[src/include/isbc_pkg.sv]
// constants for the boot and security control block
// assumes an 8-bit special function register port on the core clock
package isbc_pkg;
   localparam logic [7:0] CTRL_ADDR = 8'hbf;         // control register
   localparam logic [7:0] KEY_ADDR = 8'hc7 - 8'h0c; // unlock key register
   localparam logic [7:0] KEY_FIRST = 8'h87;
   localparam logic [7:0] KEY_SECOND = 8'h59;
   localparam logic [15:0] SEC_ADDR = 16'hffff;     // security byte address
   localparam int BIT_REBOOT = 7;
   localparam int BIT_AUX = 4;
   localparam int BIT_LOC = 1;
   localparam int BIT_PROG = 0;
   localparam int SEC_LOCK = 1;
   localparam int SEC_TBL = 2;
   localparam int SEC_ENC = 3;
   localparam int SEC_OSC = 7;
   localparam logic [7:0] SEC_RESET = 8'hff;        // erased security byte
   localparam logic [7:0] CTRL_RESET = 8'h00;
   localparam logic [7:0] ENC_KEY = 8'h5a;          // arbitrary scramble key
   localparam logic [7:0] COMPANY_ID = 8'h11;       // arbitrary value
   localparam logic [7:0] DEVICE_ID = 8'h22;        // arbitrary value
   localparam int REBOOT_CYCLES = 4;                // reset pulse length
   typedef enum logic [1:0] {ISBC_RUN, ISBC_IDLE_ARM, ISBC_PROG} isbc_mode_t;
endpackage

[src/design/isbc_core.sv]
// boot mode, reprogramming control and security settings
// assumes core-side strobes on ref_clk; strap and idle pins are async
module isbc_core (
   input wire logic ref_clk,          // core clock
   input wire logic rst_n,            // sync reset, active low
   input wire logic clk_en,           // freezes all state when low
   input wire logic sfr_wr,           // register write strobe
   input wire logic sfr_rd,           // register read strobe
   input wire logic [7:0] sfr_addr,   // register address
   input wire logic [7:0] sfr_wdata,  // register write data
   input wire logic strap_p26,        // port 2.6 level pin
   input wire logic strap_p27,        // port 2.7 level pin
   input wire logic strap_p43,        // port 4.3 level pin
   input wire logic idle_in,          // core idle state pin
   input wire logic wake_in,          // interrupt wake pin
   input wire logic sec_prog,         // program security byte
   input wire logic [7:0] sec_wdata,  // bits to clear, low clears
   input wire logic chip_erase,       // whole chip erase pulse
   input wire logic [15:0] mem_addr,  // setting register address
   input wire logic id_rd,            // setting register read
   input wire logic tbl_ext_fetch,    // table read runs from external
   input wire logic [7:0] p0_raw,     // raw port 0 data
   output logic [7:0] sfr_rdata,      // register read data
   output logic soft_reboot,          // full reset request
   output logic aux_ram_on,           // auxiliary ram enable
   output logic loader_location_sel,  // loader location select
   output logic reprogram_enable,     // programming allowed
   output logic loader_boot_active,   // executing from loader bank
   output logic prog_mode,            // in programming mode
   output logic flash_writable,       // erase and program allowed
   output logic [7:0] id_rdata,       // setting register data
   output logic access_deny,          // memory access blocked
   output logic tbl_int_allow,        // table read may reach internal
   output logic [7:0] p0_out,         // port 0 data after scramble
   output logic osc_gain_halve        // amplifier half gain
);
   logic [2:0] s1_q, s2_q;
   logic [1:0] w1_q, w2_q;
   logic key_half_q, unlocked_q;
   logic [7:0] ctrl_q;
   logic [7:0] sec_q;
   logic forced_loader_boot_q;
   logic boot_done_q;
   logic [2:0] rb_cnt_q;
   isbc_pkg::isbc_mode_t mode_q;
   logic locked;
   logic ctrl_wr, key_wr;

   // two flops on every pin input, first stage read only by second;
   // no reset here so the chain holds real strap levels at release
   always_ff @(posedge ref_clk) begin
      if (clk_en) begin
         s1_q <= {strap_p43, strap_p27, strap_p26};
         s2_q <= s1_q;
         w1_q <= {wake_in, idle_in};
         w2_q <= w1_q;
      end
   end

   assign locked = !sec_q[isbc_pkg::SEC_LOCK];
   assign key_wr = sfr_wr && (sfr_addr == isbc_pkg::KEY_ADDR);
   assign ctrl_wr = sfr_wr && (sfr_addr == isbc_pkg::CTRL_ADDR) &&
                    unlocked_q;

   // unlock key sequence; a wrong value relocks at once
   always_ff @(posedge ref_clk) begin
      if (!rst_n) begin
         key_half_q <= 1'b0;
         unlocked_q <= 1'b0;
      end else if (clk_en && key_wr) begin
         key_half_q <= (sfr_wdata == isbc_pkg::KEY_FIRST);
         unlocked_q <= key_half_q &&
                       (sfr_wdata == isbc_pkg::KEY_SECOND);
      end
   end

   // strap capture once after release, so a pin never feeds reset
   always_ff @(posedge ref_clk) begin
      if (!rst_n) begin
         forced_loader_boot_q <= 1'b0;
         boot_done_q <= 1'b0;
      end else if (clk_en && !boot_done_q) begin
         boot_done_q <= 1'b1;
         forced_loader_boot_q <= (!s2_q[1] && !s2_q[0]) || !s2_q[2];
      end
   end

   // control register; bits 3,2 forced zero, 6,5 reserved read zero
   always_ff @(posedge ref_clk) begin
      if (!rst_n) begin
         ctrl_q <= isbc_pkg::CTRL_RESET;
      end else if (clk_en && ctrl_wr) begin
         ctrl_q <= {1'b0, 2'b00, sfr_wdata[isbc_pkg::BIT_AUX], 2'b00,
                    sfr_wdata[isbc_pkg::BIT_LOC],
                    sfr_wdata[isbc_pkg::BIT_PROG]};
      end
   end

   // reboot pulse held a few cycles; the system reset reloads us
   always_ff @(posedge ref_clk) begin
      if (!rst_n) begin
         rb_cnt_q <= 3'h0;
      end else if (clk_en) begin
         if (ctrl_wr && sfr_wdata[isbc_pkg::BIT_REBOOT] &&
             sfr_wdata[isbc_pkg::BIT_LOC] &&
             sfr_wdata[isbc_pkg::BIT_PROG]) begin
            rb_cnt_q <= 3'(isbc_pkg::REBOOT_CYCLES);
         end else if (rb_cnt_q != 3'h0) begin
            rb_cnt_q <= rb_cnt_q - 3'h1;
         end
      end
   end

   // programming mode entered only via idle then wake
   always_ff @(posedge ref_clk) begin
      if (!rst_n) begin
         mode_q <= isbc_pkg::ISBC_RUN;
      end else if (clk_en) begin
         case (mode_q)
            isbc_pkg::ISBC_RUN:
               if (ctrl_q[isbc_pkg::BIT_PROG] && w2_q[0])
                  mode_q <= isbc_pkg::ISBC_IDLE_ARM;
            isbc_pkg::ISBC_IDLE_ARM:
               if (!ctrl_q[isbc_pkg::BIT_PROG])
                  mode_q <= isbc_pkg::ISBC_RUN;
               else if (w2_q[1])
                  mode_q <= isbc_pkg::ISBC_PROG;
            isbc_pkg::ISBC_PROG:
               if (!ctrl_q[isbc_pkg::BIT_PROG])
                  mode_q <= isbc_pkg::ISBC_RUN;
            default: mode_q <= isbc_pkg::ISBC_RUN;
         endcase
      end
   end

   // security byte: bits only fall, reset or whole erase restores them
   always_ff @(posedge ref_clk) begin
      if (!rst_n) begin
         sec_q <= isbc_pkg::SEC_RESET;
      end else if (clk_en) begin
         if (chip_erase) begin
            sec_q <= isbc_pkg::SEC_RESET;
         end else if (sec_prog && mode_q != isbc_pkg::ISBC_PROG &&
                      !locked && mem_addr == isbc_pkg::SEC_ADDR) begin
            sec_q <= sec_q & sec_wdata;
         end
      end
   end

   // registered outputs
   always_ff @(posedge ref_clk) begin
      if (!rst_n) begin
         sfr_rdata <= 8'h00;
         soft_reboot <= 1'b0;
         aux_ram_on <= 1'b0;
         loader_location_sel <= 1'b0;
         reprogram_enable <= 1'b0;
         loader_boot_active <= 1'b0;
         prog_mode <= 1'b0;
         flash_writable <= 1'b0;
         id_rdata <= 8'h00;
         access_deny <= 1'b0;
         tbl_int_allow <= 1'b1;
         p0_out <= 8'h00;
         osc_gain_halve <= 1'b0;
      end else if (clk_en) begin
         if (sfr_rd && sfr_addr == isbc_pkg::CTRL_ADDR)
            sfr_rdata <= {forced_loader_boot_q, ctrl_q[6:0]};
         else
            sfr_rdata <= 8'h00;
         soft_reboot <= (rb_cnt_q != 3'h0);
         aux_ram_on <= ctrl_q[isbc_pkg::BIT_AUX];
         loader_location_sel <= ctrl_q[isbc_pkg::BIT_LOC];
         reprogram_enable <= ctrl_q[isbc_pkg::BIT_PROG];
         loader_boot_active <= forced_loader_boot_q;
         prog_mode <= (mode_q == isbc_pkg::ISBC_PROG);
         flash_writable <= (mode_q == isbc_pkg::ISBC_PROG) &&
                           w2_q[0];
         // company and device id are constants; addresses 2 and 3 read the security byte
         if (id_rd && !locked &&
             mode_q != isbc_pkg::ISBC_PROG) begin
            case (mem_addr[1:0])
               2'h0: id_rdata <= isbc_pkg::COMPANY_ID;
               2'h1: id_rdata <= isbc_pkg::DEVICE_ID;
               default: id_rdata <= sec_q;
            endcase
         end else begin
            id_rdata <= 8'h00;
         end
         access_deny <= locked;
         tbl_int_allow <= sec_q[isbc_pkg::SEC_TBL] ||
                          !tbl_ext_fetch;
         p0_out <= sec_q[isbc_pkg::SEC_ENC] ? p0_raw :
                   (p0_raw ^ isbc_pkg::ENC_KEY);
         osc_gain_halve <= !sec_q[isbc_pkg::SEC_OSC];
      end
   end
endmodule // isbc_core

[config.mk]
export PLATFORM = sky130hd
export DESIGN_NAME = isbc_core
export DESIGN_NICKNAME = d
export VERILOG_FILES = /design/src/include/isbc_pkg.sv /design/src/design/isbc_core.sv
export SDC_FILE = /design/constraint.sdc
export NUM_CORES = 1
export LEC_CHECK = 0
export BUFFER_PORTS_ARGS = -buffer_cell sky130_fd_sc_hd__clkbuf_2
export CORE_ASPECT_RATIO = 1.75
export CORE_UTILIZATION = 44
export CTS_CLUSTER_DIAMETER = 60
export CTS_CLUSTER_SIZE = 14
export DETAILED_ROUTE_END_ITERATION = 6
export PLACE_DENSITY = 0.84
export REMOVE_ABC_BUFFERS = 1
export SLEW_MARGIN = 20
export SYNTH_ARGS = -nofsm -noshare
export SYNTH_HDL_FRONTEND = slang
export SYNTH_SLANG_ARGS = --single-unit
[constraint.sdc]
create_clock -name ref_clk -period 1.3 [get_ports ref_clk]
set_clock_uncertainty 0.05 [all_clocks]
set_input_delay 0.26 -clock ref_clk [delete_from_list [all_inputs] [get_ports ref_clk]]
set_output_delay 0.26 -clock ref_clk [all_outputs]
set_load 0.02 [all_outputs]
# Word-level counts from Yosys, hierarchy flattened
# Index checks and enable logic that the tools add are counted.
[word_totals]
register_bits = 64
input_bits = 62
out_inout_bits = 34
elab_cells = 89
[op_classes]
addsub = 1
n_eq_ne = 12
n_mux = 13
n_bitwise = 2
reduce_logical = 36
[ops]
columns = ["operator", "n"]
rows = [
  ["two-way mux 8 bit", 4],
  ["equality test 8 bit (second input constant)", 3],
  ["logical AND 1 bit", 19],
  ["equality test 16 bit (second input constant)", 1],
  ["one-hot mux 8 bit (2 select lines)", 1],
  ["bitwise AND 8 bit", 1],
  ["equality test 8 x 7 -> 1 bit (second input constant)", 1],
  ["two-way mux 2 bit", 4],
  ["logical NOT 1 bit", 7],
  ["two-way mux 7 bit", 1],
  ["two-way mux 3 bit", 2],
  ["!= test 2 bit (second input constant)", 3],
  ["one-hot mux 2 bit (3 select lines)", 1],
  ["equality test 2 x 1 -> 1 bit (second input constant)", 2],
  ["logical NOT 2 bit", 2],
  ["inverter 4 bit", 1],
  ["AND reduction 2 bit", 2],
  ["AND reduction 4 bit", 1],
  ["nonzero test 2 bit", 2],
  ["!= test 3 bit (second input constant)", 1],
  ["nonzero test 3 bit", 1],
  ["subtractor 3 x 1 -> 3 bit (second input constant)", 1],
  ["equality test 2 bit (second input constant)", 1],
  ["logical OR 1 bit", 2],
]

# Depth between registers and ports, before layout
# Gate-level depths: netlist of the first run.
[depth]
word_depth = 8
depth_mapped = 6
ltp_nobuf = 6

# Worst setup path after synthesis of the first run
# Ideal clock, no wire load.
[synth_path]
kind = "in2reg"
startpoint = "in clk_en"
endpoint = "reg rb_cnt_q[0]"
setup_time_ns = 0.121
arrival_time_ns = 1.176
t_required_ns = 1.129
path_slack_ns = -0.047
stages = 5
path_buffers = 1
path_cell_list = "buf_4 -> nand4_4 -> nor4_2 -> and3b_1 -> mux2_2"
[synth_via]
elab_chain_len = 1
[synth_rtl]
columns = ["item", "line_no", "text"]
rows = [
  ["start, declared", "isbc_core.sv:6", "input wire logic clk_en,"],
  ["AND reduction 2 bit (no source line)", "n/a", ""],
  ["end signal, assigned", "isbc_core.sv:107", "rb_cnt_q <= 3'(isbc_pkg::REBOOT_CYCLES);"],
  ["end signal, assigned", "isbc_core.sv:109", "rb_cnt_q <= rb_cnt_q - 3'h1;"],
  ["end, declared", "isbc_core.sv:44", "logic [2:0] rb_cnt_q;"],
]
# No other way between the ends.
# A chain may end at the register's enable or synchronous reset.

# Worst setup path after layout of the first run
[layout_path]
startpoint = "reg unlocked_q"
endpoint = "reg rb_cnt_q[0]"
[layout_via]
elab_chain_len = 6
elab_cells_between_ends = 7
cone_classes = "1 x mux; 6 x reduce/logical"
[layout_rtl]
columns = ["item", "line_no", "text"]
rows = [
  ["start, declared", "isbc_core.sv:39", "logic key_half_q, unlocked_q;"],
  ["start signal, assigned", "isbc_core.sv:72", "unlocked_q <= key_half_q &&"],
  ["logical AND 1 bit (*)", "isbc_core.sv:62", "assign ctrl_wr = sfr_wr && (sfr_addr == isbc_pkg::CTRL_ADDR) &&"],
  ["logical AND 1 bit (*) (2 in series)", "isbc_core.sv:104", "if (ctrl_wr && sfr_wdata[isbc_pkg::BIT_REBOOT] &&"],
  ["logical AND 1 bit (*)", "isbc_core.sv:105", "sfr_wdata[isbc_pkg::BIT_LOC] &&"],
  ["nonzero test 2 bit (no source line)", "n/a", ""],
  ["AND reduction 2 bit (no source line)", "n/a", ""],
]
# Every way passes the cells marked *; elsewhere a longest branch is shown, timed or not.

==> flow_metrics.py, run 1 <==
metrics = {
    "status": {
        "status": "complete, but fails checks",
        "violations": "negative setup slack",
    },
    "die": {
        "die_area_um2": 6000,
        "num_rows": 36,
        "io_pins": 96,
        "core_region_area_um2": 5540,
        "start_util": 0.451,
        "die_w_um": 59.0,
        "fp.dieH_um": 102,
    },
    "clocking": {
        "cts-root-buf": "clkbuf_8",
        "clk_pin_slew_ns": 0.06,
        "insertion_delay_ns": 0.33,
        "cts.sinks": 60,
        "cts_tree": "done",
        "cts.htree.levels": 3,
        "clock_path_buffers": 2,
        "numCtsBuffers": 9,
    },
    "synth": {
        "synth_area_per_cell_um2": 10.4,
        "synth_edf_count": 10,
        "yosysWarnings": 0,
        "synthDistinctLibCells": 46,
        "synth-seq-area-share": 0.521,
        "syn_area_um2": 2500,
        "synth-seq-cells": 60,
        "synth_cells": 240,
        "async_flop_share": 0,
        "synth_ff_type": "dfxtp_1",
    },
    "worst_setup_path": {
        "setup.worst_path.class": "reg2reg",
        "cp_data_arrival_time_ns": 1.52,
        "cp_cell_sequence": "nand3_4 > nor4_4 > and3b_1 > mux2_2",
        "worst_setup_path_end_kind": "register",
        "critPathLaunchType": "register",
        "crit_fanout": 3,
        "crit_family": "simple AND/OR/NAND/NOR gates",
        "startpoint": "unlocked_q",
        "reg2reg_to": "rb_cnt_q[0]",
        "reg2reg_depth": 4,
        "rrSetupSlack_ns": -0.05,
        "cpPeakStageDelay_ns": 0.35,
        "worstReg2RegStart": "unlocked_q",
        "crit_buf_inv": 0,
        "required_ns": 1.47,
        "cp_slowest_cell": "dfxtp_2",
    },
    "pwr": {
        "p_leak_uw": 0.00153,
        "ir_drop_mv": 0.618,
        "powerDensity_nw_per_um2": 1210,
    },
    "cells_and_area": {
        "final_core_util": 0.626,
        "regArea_um2": 1310,
        "drive_gt1_frac": 0.435,
        "final_common_cell": "clkbuf_2",
        "nNetsFinal": 427,
        "n_fill_cell": 489,
        "area_delta_synth_final_pct": 38.7,
        "multi_input_area_um2": 1180,
        "antenna_cells": 0,
        "mostFrequentLayoutCells": "clkbuf_2 (91), dfxtp_1 (47), buf_4 (33)",
    },
    "detailed_routing": {
        "wl_um": 5440,
        "vias": 2186,
        "drc": 0,
        "ant_nets": 0,
        "drt-initial-drc-count": 60,
        "wl_per_cell_um": 12.3,
        "drt_pass1_iterations": 4,
        "viasPerCell": 4.92,
    },
    "global_routing": {
        "grt_max_degree": 22,
        "antenna_found_initial": 0,
        "first_global_vias": 1980,
        "grt.total_usage": 0.188,
        "grt_pass1_wl_um": 8380,
        "grt_overflow": 0,
    },
    "min_path": {
        "hold_depth": 1,
        "hold_start": "strap_p43",
        "min_path_type": "in2reg",
        "min_to": "s1_q[2]",
    },
    "place": {
        "pre_cts_slack_ns": -0.244,
        "place.gp.congestion": 0.775,
        "io_buffers": 91,
        "hpwl_um": 4160,
    },
    "sta": {
        "drv_slew": 0,
        "fmax_ghz": 0.741,
        "finalSetupViolations": 2,
        "finalHoldViolCount": 0,
        "finalCriticalPeriod_ns": 1.35,
        "holdWs_ns": 0.0582,
        "fin_crit_sh": 1.04,
        "finalWorstSetupSlack_ns": -0.0486,
        "rsz0062_at_grt": "yes",
    },
    "run": {
        "max_cap_violations": 0,
    },
}
state kept, by name (all words and copies together) (netlist names), 2 cells and up:
name / flops
sfr_rdata: 4
p0_out: 8
mode_q: 2
rb_cnt_q: 3
s2_q: 3
w1_q: 2
id_rdata: 8
s1_q: 3
w2_q: 2
sec_q: 8
ctrl_q: 3
how the worst max path moves through the flow:
stage,to,cells after the start
5_1_grt,rb_cnt_q[0],4
4_1_cts,rb_cnt_q[0],6
2_1_floorplan,rb_cnt_q[0],4
3_5_place_dp,rb_cnt_q[0],5
3_3_place_gp,rb_cnt_q[0],5
6_report,rb_cnt_q[0],4
stage by stage:
step                setup TNS, ns  area [um^2]  power, uW  cells
floorplan                  -0.175         2430       2360    228
global placement            -2.43         3210       2690    425
detailed placement          -3.00         3210       2720    425
CTS                       -0.0283         3410       4180    441
global route               -0.312         3470       4410    444
finish                    -0.0525         3470       4190    444
cells in the mapped netlist (4+ instances only):
master | instances | area share
nand2_1 | 24 | 0.036
nand3_1 | 6 | 0.012
edfxtp_1 | 10 | 0.12
xor2_1 | 4 | 0.014
inv_1 | 4 | 0.0060
buf_4 | 5 | 0.015
nand4b_1 | 4 | 0.014
nor3_1 | 5 | 0.010
dfxtp_1 | 50 | 0.40
nor2b_1 | 21 | 0.053
o22a_1 | 8 | 0.028
clkbuf_1 | 8 | 0.012
nand4_1 | 7 | 0.018
and2_1 | 4 | 0.010
a21boi_0 | 8 | 0.024
mux2i_1 | 11 | 0.044
o21ai_0 | 9 | 0.018
a22oi_1 | 4 | 0.012
a21oi_1 | 6 | 0.012
nor2_1 | 7 | 0.011
final cells by class:
| cell class | instances | share of cell area |
|---|---|---|
| multi-input cells | 163 | 0.339 |
| well taps | 76 | 0.0274 |
| repair buffers | 124 | 0.203 |
| inverters | 5 | 0.00541 |
| flip-flops and latches | 60 | 0.376 |
| clock inverters | 4 | 0.00721 |
| clock buffers | 12 | 0.0418 |
repair_timing:
action / 4_1_cts / 5_1_grt
gates cloned: 0 / 0
setup buffers: 0 / 3
resized for setup: 7 / 11
pin swaps: 4 / 14
setup endpoints to repair: 13 / 16
hold buffers: 0 / 0
layer usage:
metal,wire length (um),up-vias,GRT usage
met3,337,7,0.0613
met1,2100,998,0.193
met5,0,-,0
met2,2940,83,0.335
li1,-,1098,-
met4,64,0,0.0916
worst register-to-register path: stages, from the launching register on:
cell     delay, ns
dfxtp_2       0.35
nand3_4       0.09
nor4_4        0.28
and3b_1       0.22
mux2_2        0.25
power by group:
part | internal [uW] | total (uW) | switching [uW]
logic | 371 | 735 | 364
clock network | 737 | 1410 | 672
registers | 1990 | 2040 | 49.6
total | 3100 | 4190 | 1090
logic make-up (layout without fill, tap and decap cells):
logic type | Yosys count | after routing | synth area share
mux | 13 | 13 | 0.0531
flops | 60 | 60 | 0.521
compound gates | 43 | 43 | 0.122
other cells | 1 | 4 | 0.00150
simple gates | 97 | 97 | 0.241
buf+inv | 20 | 145 | 0.0380
xor+xnor | 4 | 4 | 0.0140
fa+ha+maj | 2 | 2 | 0.0100
Note: power is estimated with default switching activity, not from simulation.
==> inputs of run 2 (changes only) <==
Settings changed: CELL_PAD_IN_SITES_DETAIL_PLACEMENT set to 0, CELL_PAD_IN_SITES_GLOBAL_PLACEMENT set to 2, CORE_UTILIZATION 44 to 26, CTS_CLUSTER_DIAMETER 60 to 50, PLACE_DENSITY 0.84 to 0.83.
==> run 2 against run 1 <==
Net effect: the flow now finishes without violations; core utilization down 24 points; hold slack better by 0.0075 ns; sequential share of layout area shrank 1.7 points; final cell count grew 10%.
==> flow_metrics.py, run 2 (synthesis gave the netlist of run 1 again) <==
metrics = {
    "worst_setup_path": {
        "critPathLaunchType": "register",
        "setup.worst_path.class": "reg2reg",
        "reg2reg_to": "sec_q[3]",
        "rrSetupSlack_ns": 0.03,
        "worst_setup_path_end_kind": "register",
        "worstReg2RegStart": "mode_q[0]",
        "reg2reg_depth": 4,
        "required_ns": 1.46,
        "cp_data_arrival_time_ns": 1.43,
        "crit_fanout": 8,
    },
    "clocking": {
        "insertion_delay_ns": 0.32,
        "numCtsBuffers": 9,
        "cts.sinks": 60,
        "clock_path_buffers": 2,
        "cts.htree.levels": 3,
        "holdBufCountCts": 0,
        "cts_tree": "done",
        "clk_pin_slew_ns": 0.05,
        "cts-root-buf": "clkbuf_16",
    },
    "sta": {
        "finalSetupViolations": 0,
        "finalHoldViolCount": 0,
        "fmax_ghz": 0.790,
        "finalCriticalPeriod_ns": 1.27,
        "drv_slew": 0,
        "holdWs_ns": 0.0656,
        "rsz0062_at_grt": "yes",
        "fin_crit_sh": 0.973,
        "finalWorstSetupSlack_ns": 0.0349,
    },
    "die": {
        "die_area_um2": 10000,
        "num_rows": 47,
        "die_w_um": 76.1,
        "fp.dieH_um": 132,
        "core_region_area_um2": 9410,
        "start_util": 0.266,
        "io_pins": 96,
    },
    "global_routing": {
        "antenna_found_initial": 0,
        "grt_pass1_wl_um": 9960,
        "first_global_vias": 2079,
        "grt.total_usage": 0.130,
        "grt_overflow": 0,
        "grt_max_degree": 18,
    },
    "detailed_routing": {
        "viasPerCell": 4.50,
        "wl_per_cell_um": 12.5,
        "ant_nets": 0,
        "drt-initial-drc-count": 85,
        "vias": 2205,
        "wl_um": 6100,
        "drt_pass1_iterations": 6,
        "drc": 0,
    },
    "place": {
        "placed_cell_area_um2": 3280,
        "pre_cts_slack_ns": -0.290,
        "io_buffers": 91,
        "hpwl_um": 4610,
        "place.gp.congestion": 0.766,
    },
    "cells_and_area": {
        "antenna_cells": 0,
        "stdcell_area_um2": 3630,
        "final_common_cell": "clkbuf_2",
        "mostFrequentLayoutCells": "clkbuf_2 (90), dfxtp_1 (46), buf_4 (32)",
        "largestRegisters": "id_rdata (8), p0_out (8), sec_q (8)",
        "drive_gt1_frac": 0.443,
        "n_fill_cell": 984,
        "final_core_util": 0.386,
        "regArea_um2": 1310,
        "multi_input_area_um2": 1190,
        "area_delta_synth_final_pct": 45.3,
        "nNetsFinal": 427,
    },
    "min_path": {
        "hold_start": "strap_p26",
        "min_to": "s1_q[0]",
        "min_path_type": "in2reg",
        "hold_depth": 1,
    },
    "pwr": {
        "p_leak_uw": 0.00158,
        "power_uw": 4880,
        "powerDensity_nw_per_um2": 1340,
        "ir_drop_mv": 0.638,
    },
    "run": {
        "max_cap_violations": 0,
    },
    "status": {
        "status": "finished clean",
    },
}
==> run 2: cell count changes in the layout (fill, tap and decap cells not counted), sizes merged <==
cell      change
clkbuf        -3
clkinv        +4
clkinvlp      -1
==> run 2: power breakdown <==
group / switching [uW] / leakage, uW / internal (uW) / total [uW]
clock: 782 / 0.000127 / 1250 / 2040
sequential: 50.9 / 0.000507 / 2000 / 2050
combinational: 378 / 0.000943 / 422 / 800
==> run 2: layer usage <==
metal,vias up,wire length [um],global-route usage
met5,-,0,0
met2,79,3140,0.217
met4,0,79,0.0641
li1,1093,-,-
met3,7,328,0.0444
met1,1026,2560,0.145
==> run 2: cell type report <==
| cell class | count | share of cell area |
|---|---|---|
| clock inverter | 7 | 0.00930 |
| clock buffer | 9 | 0.0620 |
| tap | 122 | 0.0420 |
| inverter | 5 | 0.00517 |
| timing repair buffer | 124 | 0.195 |
| multi-input combinational | 163 | 0.327 |
| sequential | 60 | 0.360 |
==> run 2: metrics by stage <==
step / setup TNS, ns / cells
floorplan: -0.175 / 228
detailed placement: -5.34 / 472
CTS: 0 / 488
global route: -0.140 / 490
global placement: -5.24 / 472
finish: 0 / 490
==> run 2: critical path, cell delays in order, from the launching register on <==
cell      delay [ns]
dfxtp_2         0.32
and2b_2         0.25
nor2_4          0.14
nand4b_4        0.18
o22a_1          0.21
==> run 2: how the worst max path moves through the flow <==
stage	start	to	slack, ns
final	mode_q[0]	sec_q[3]	0.03
after global routing	mode_q[0]	sec_q[3]	-0.03
after CTS	mode_q[0]	id_rdata[6]	0.004
after detailed placement	clk_en	rb_cnt_q[0]	-0.29
after global placement	clk_en	rb_cnt_q[0]	-0.27
after floorplan	sfr_addr[6]	rb_cnt_q[0]	-0.04
==> run 2: what timing repair did <==
item / 4_1_cts / 5_1_grt
pin swaps: 4 / 11
endpoints found under the setup margin: 13 / 19
gates resized for setup: 6 / 19
endpoints found under the hold margin: 0 / 0
setup buffers: 0 / 2
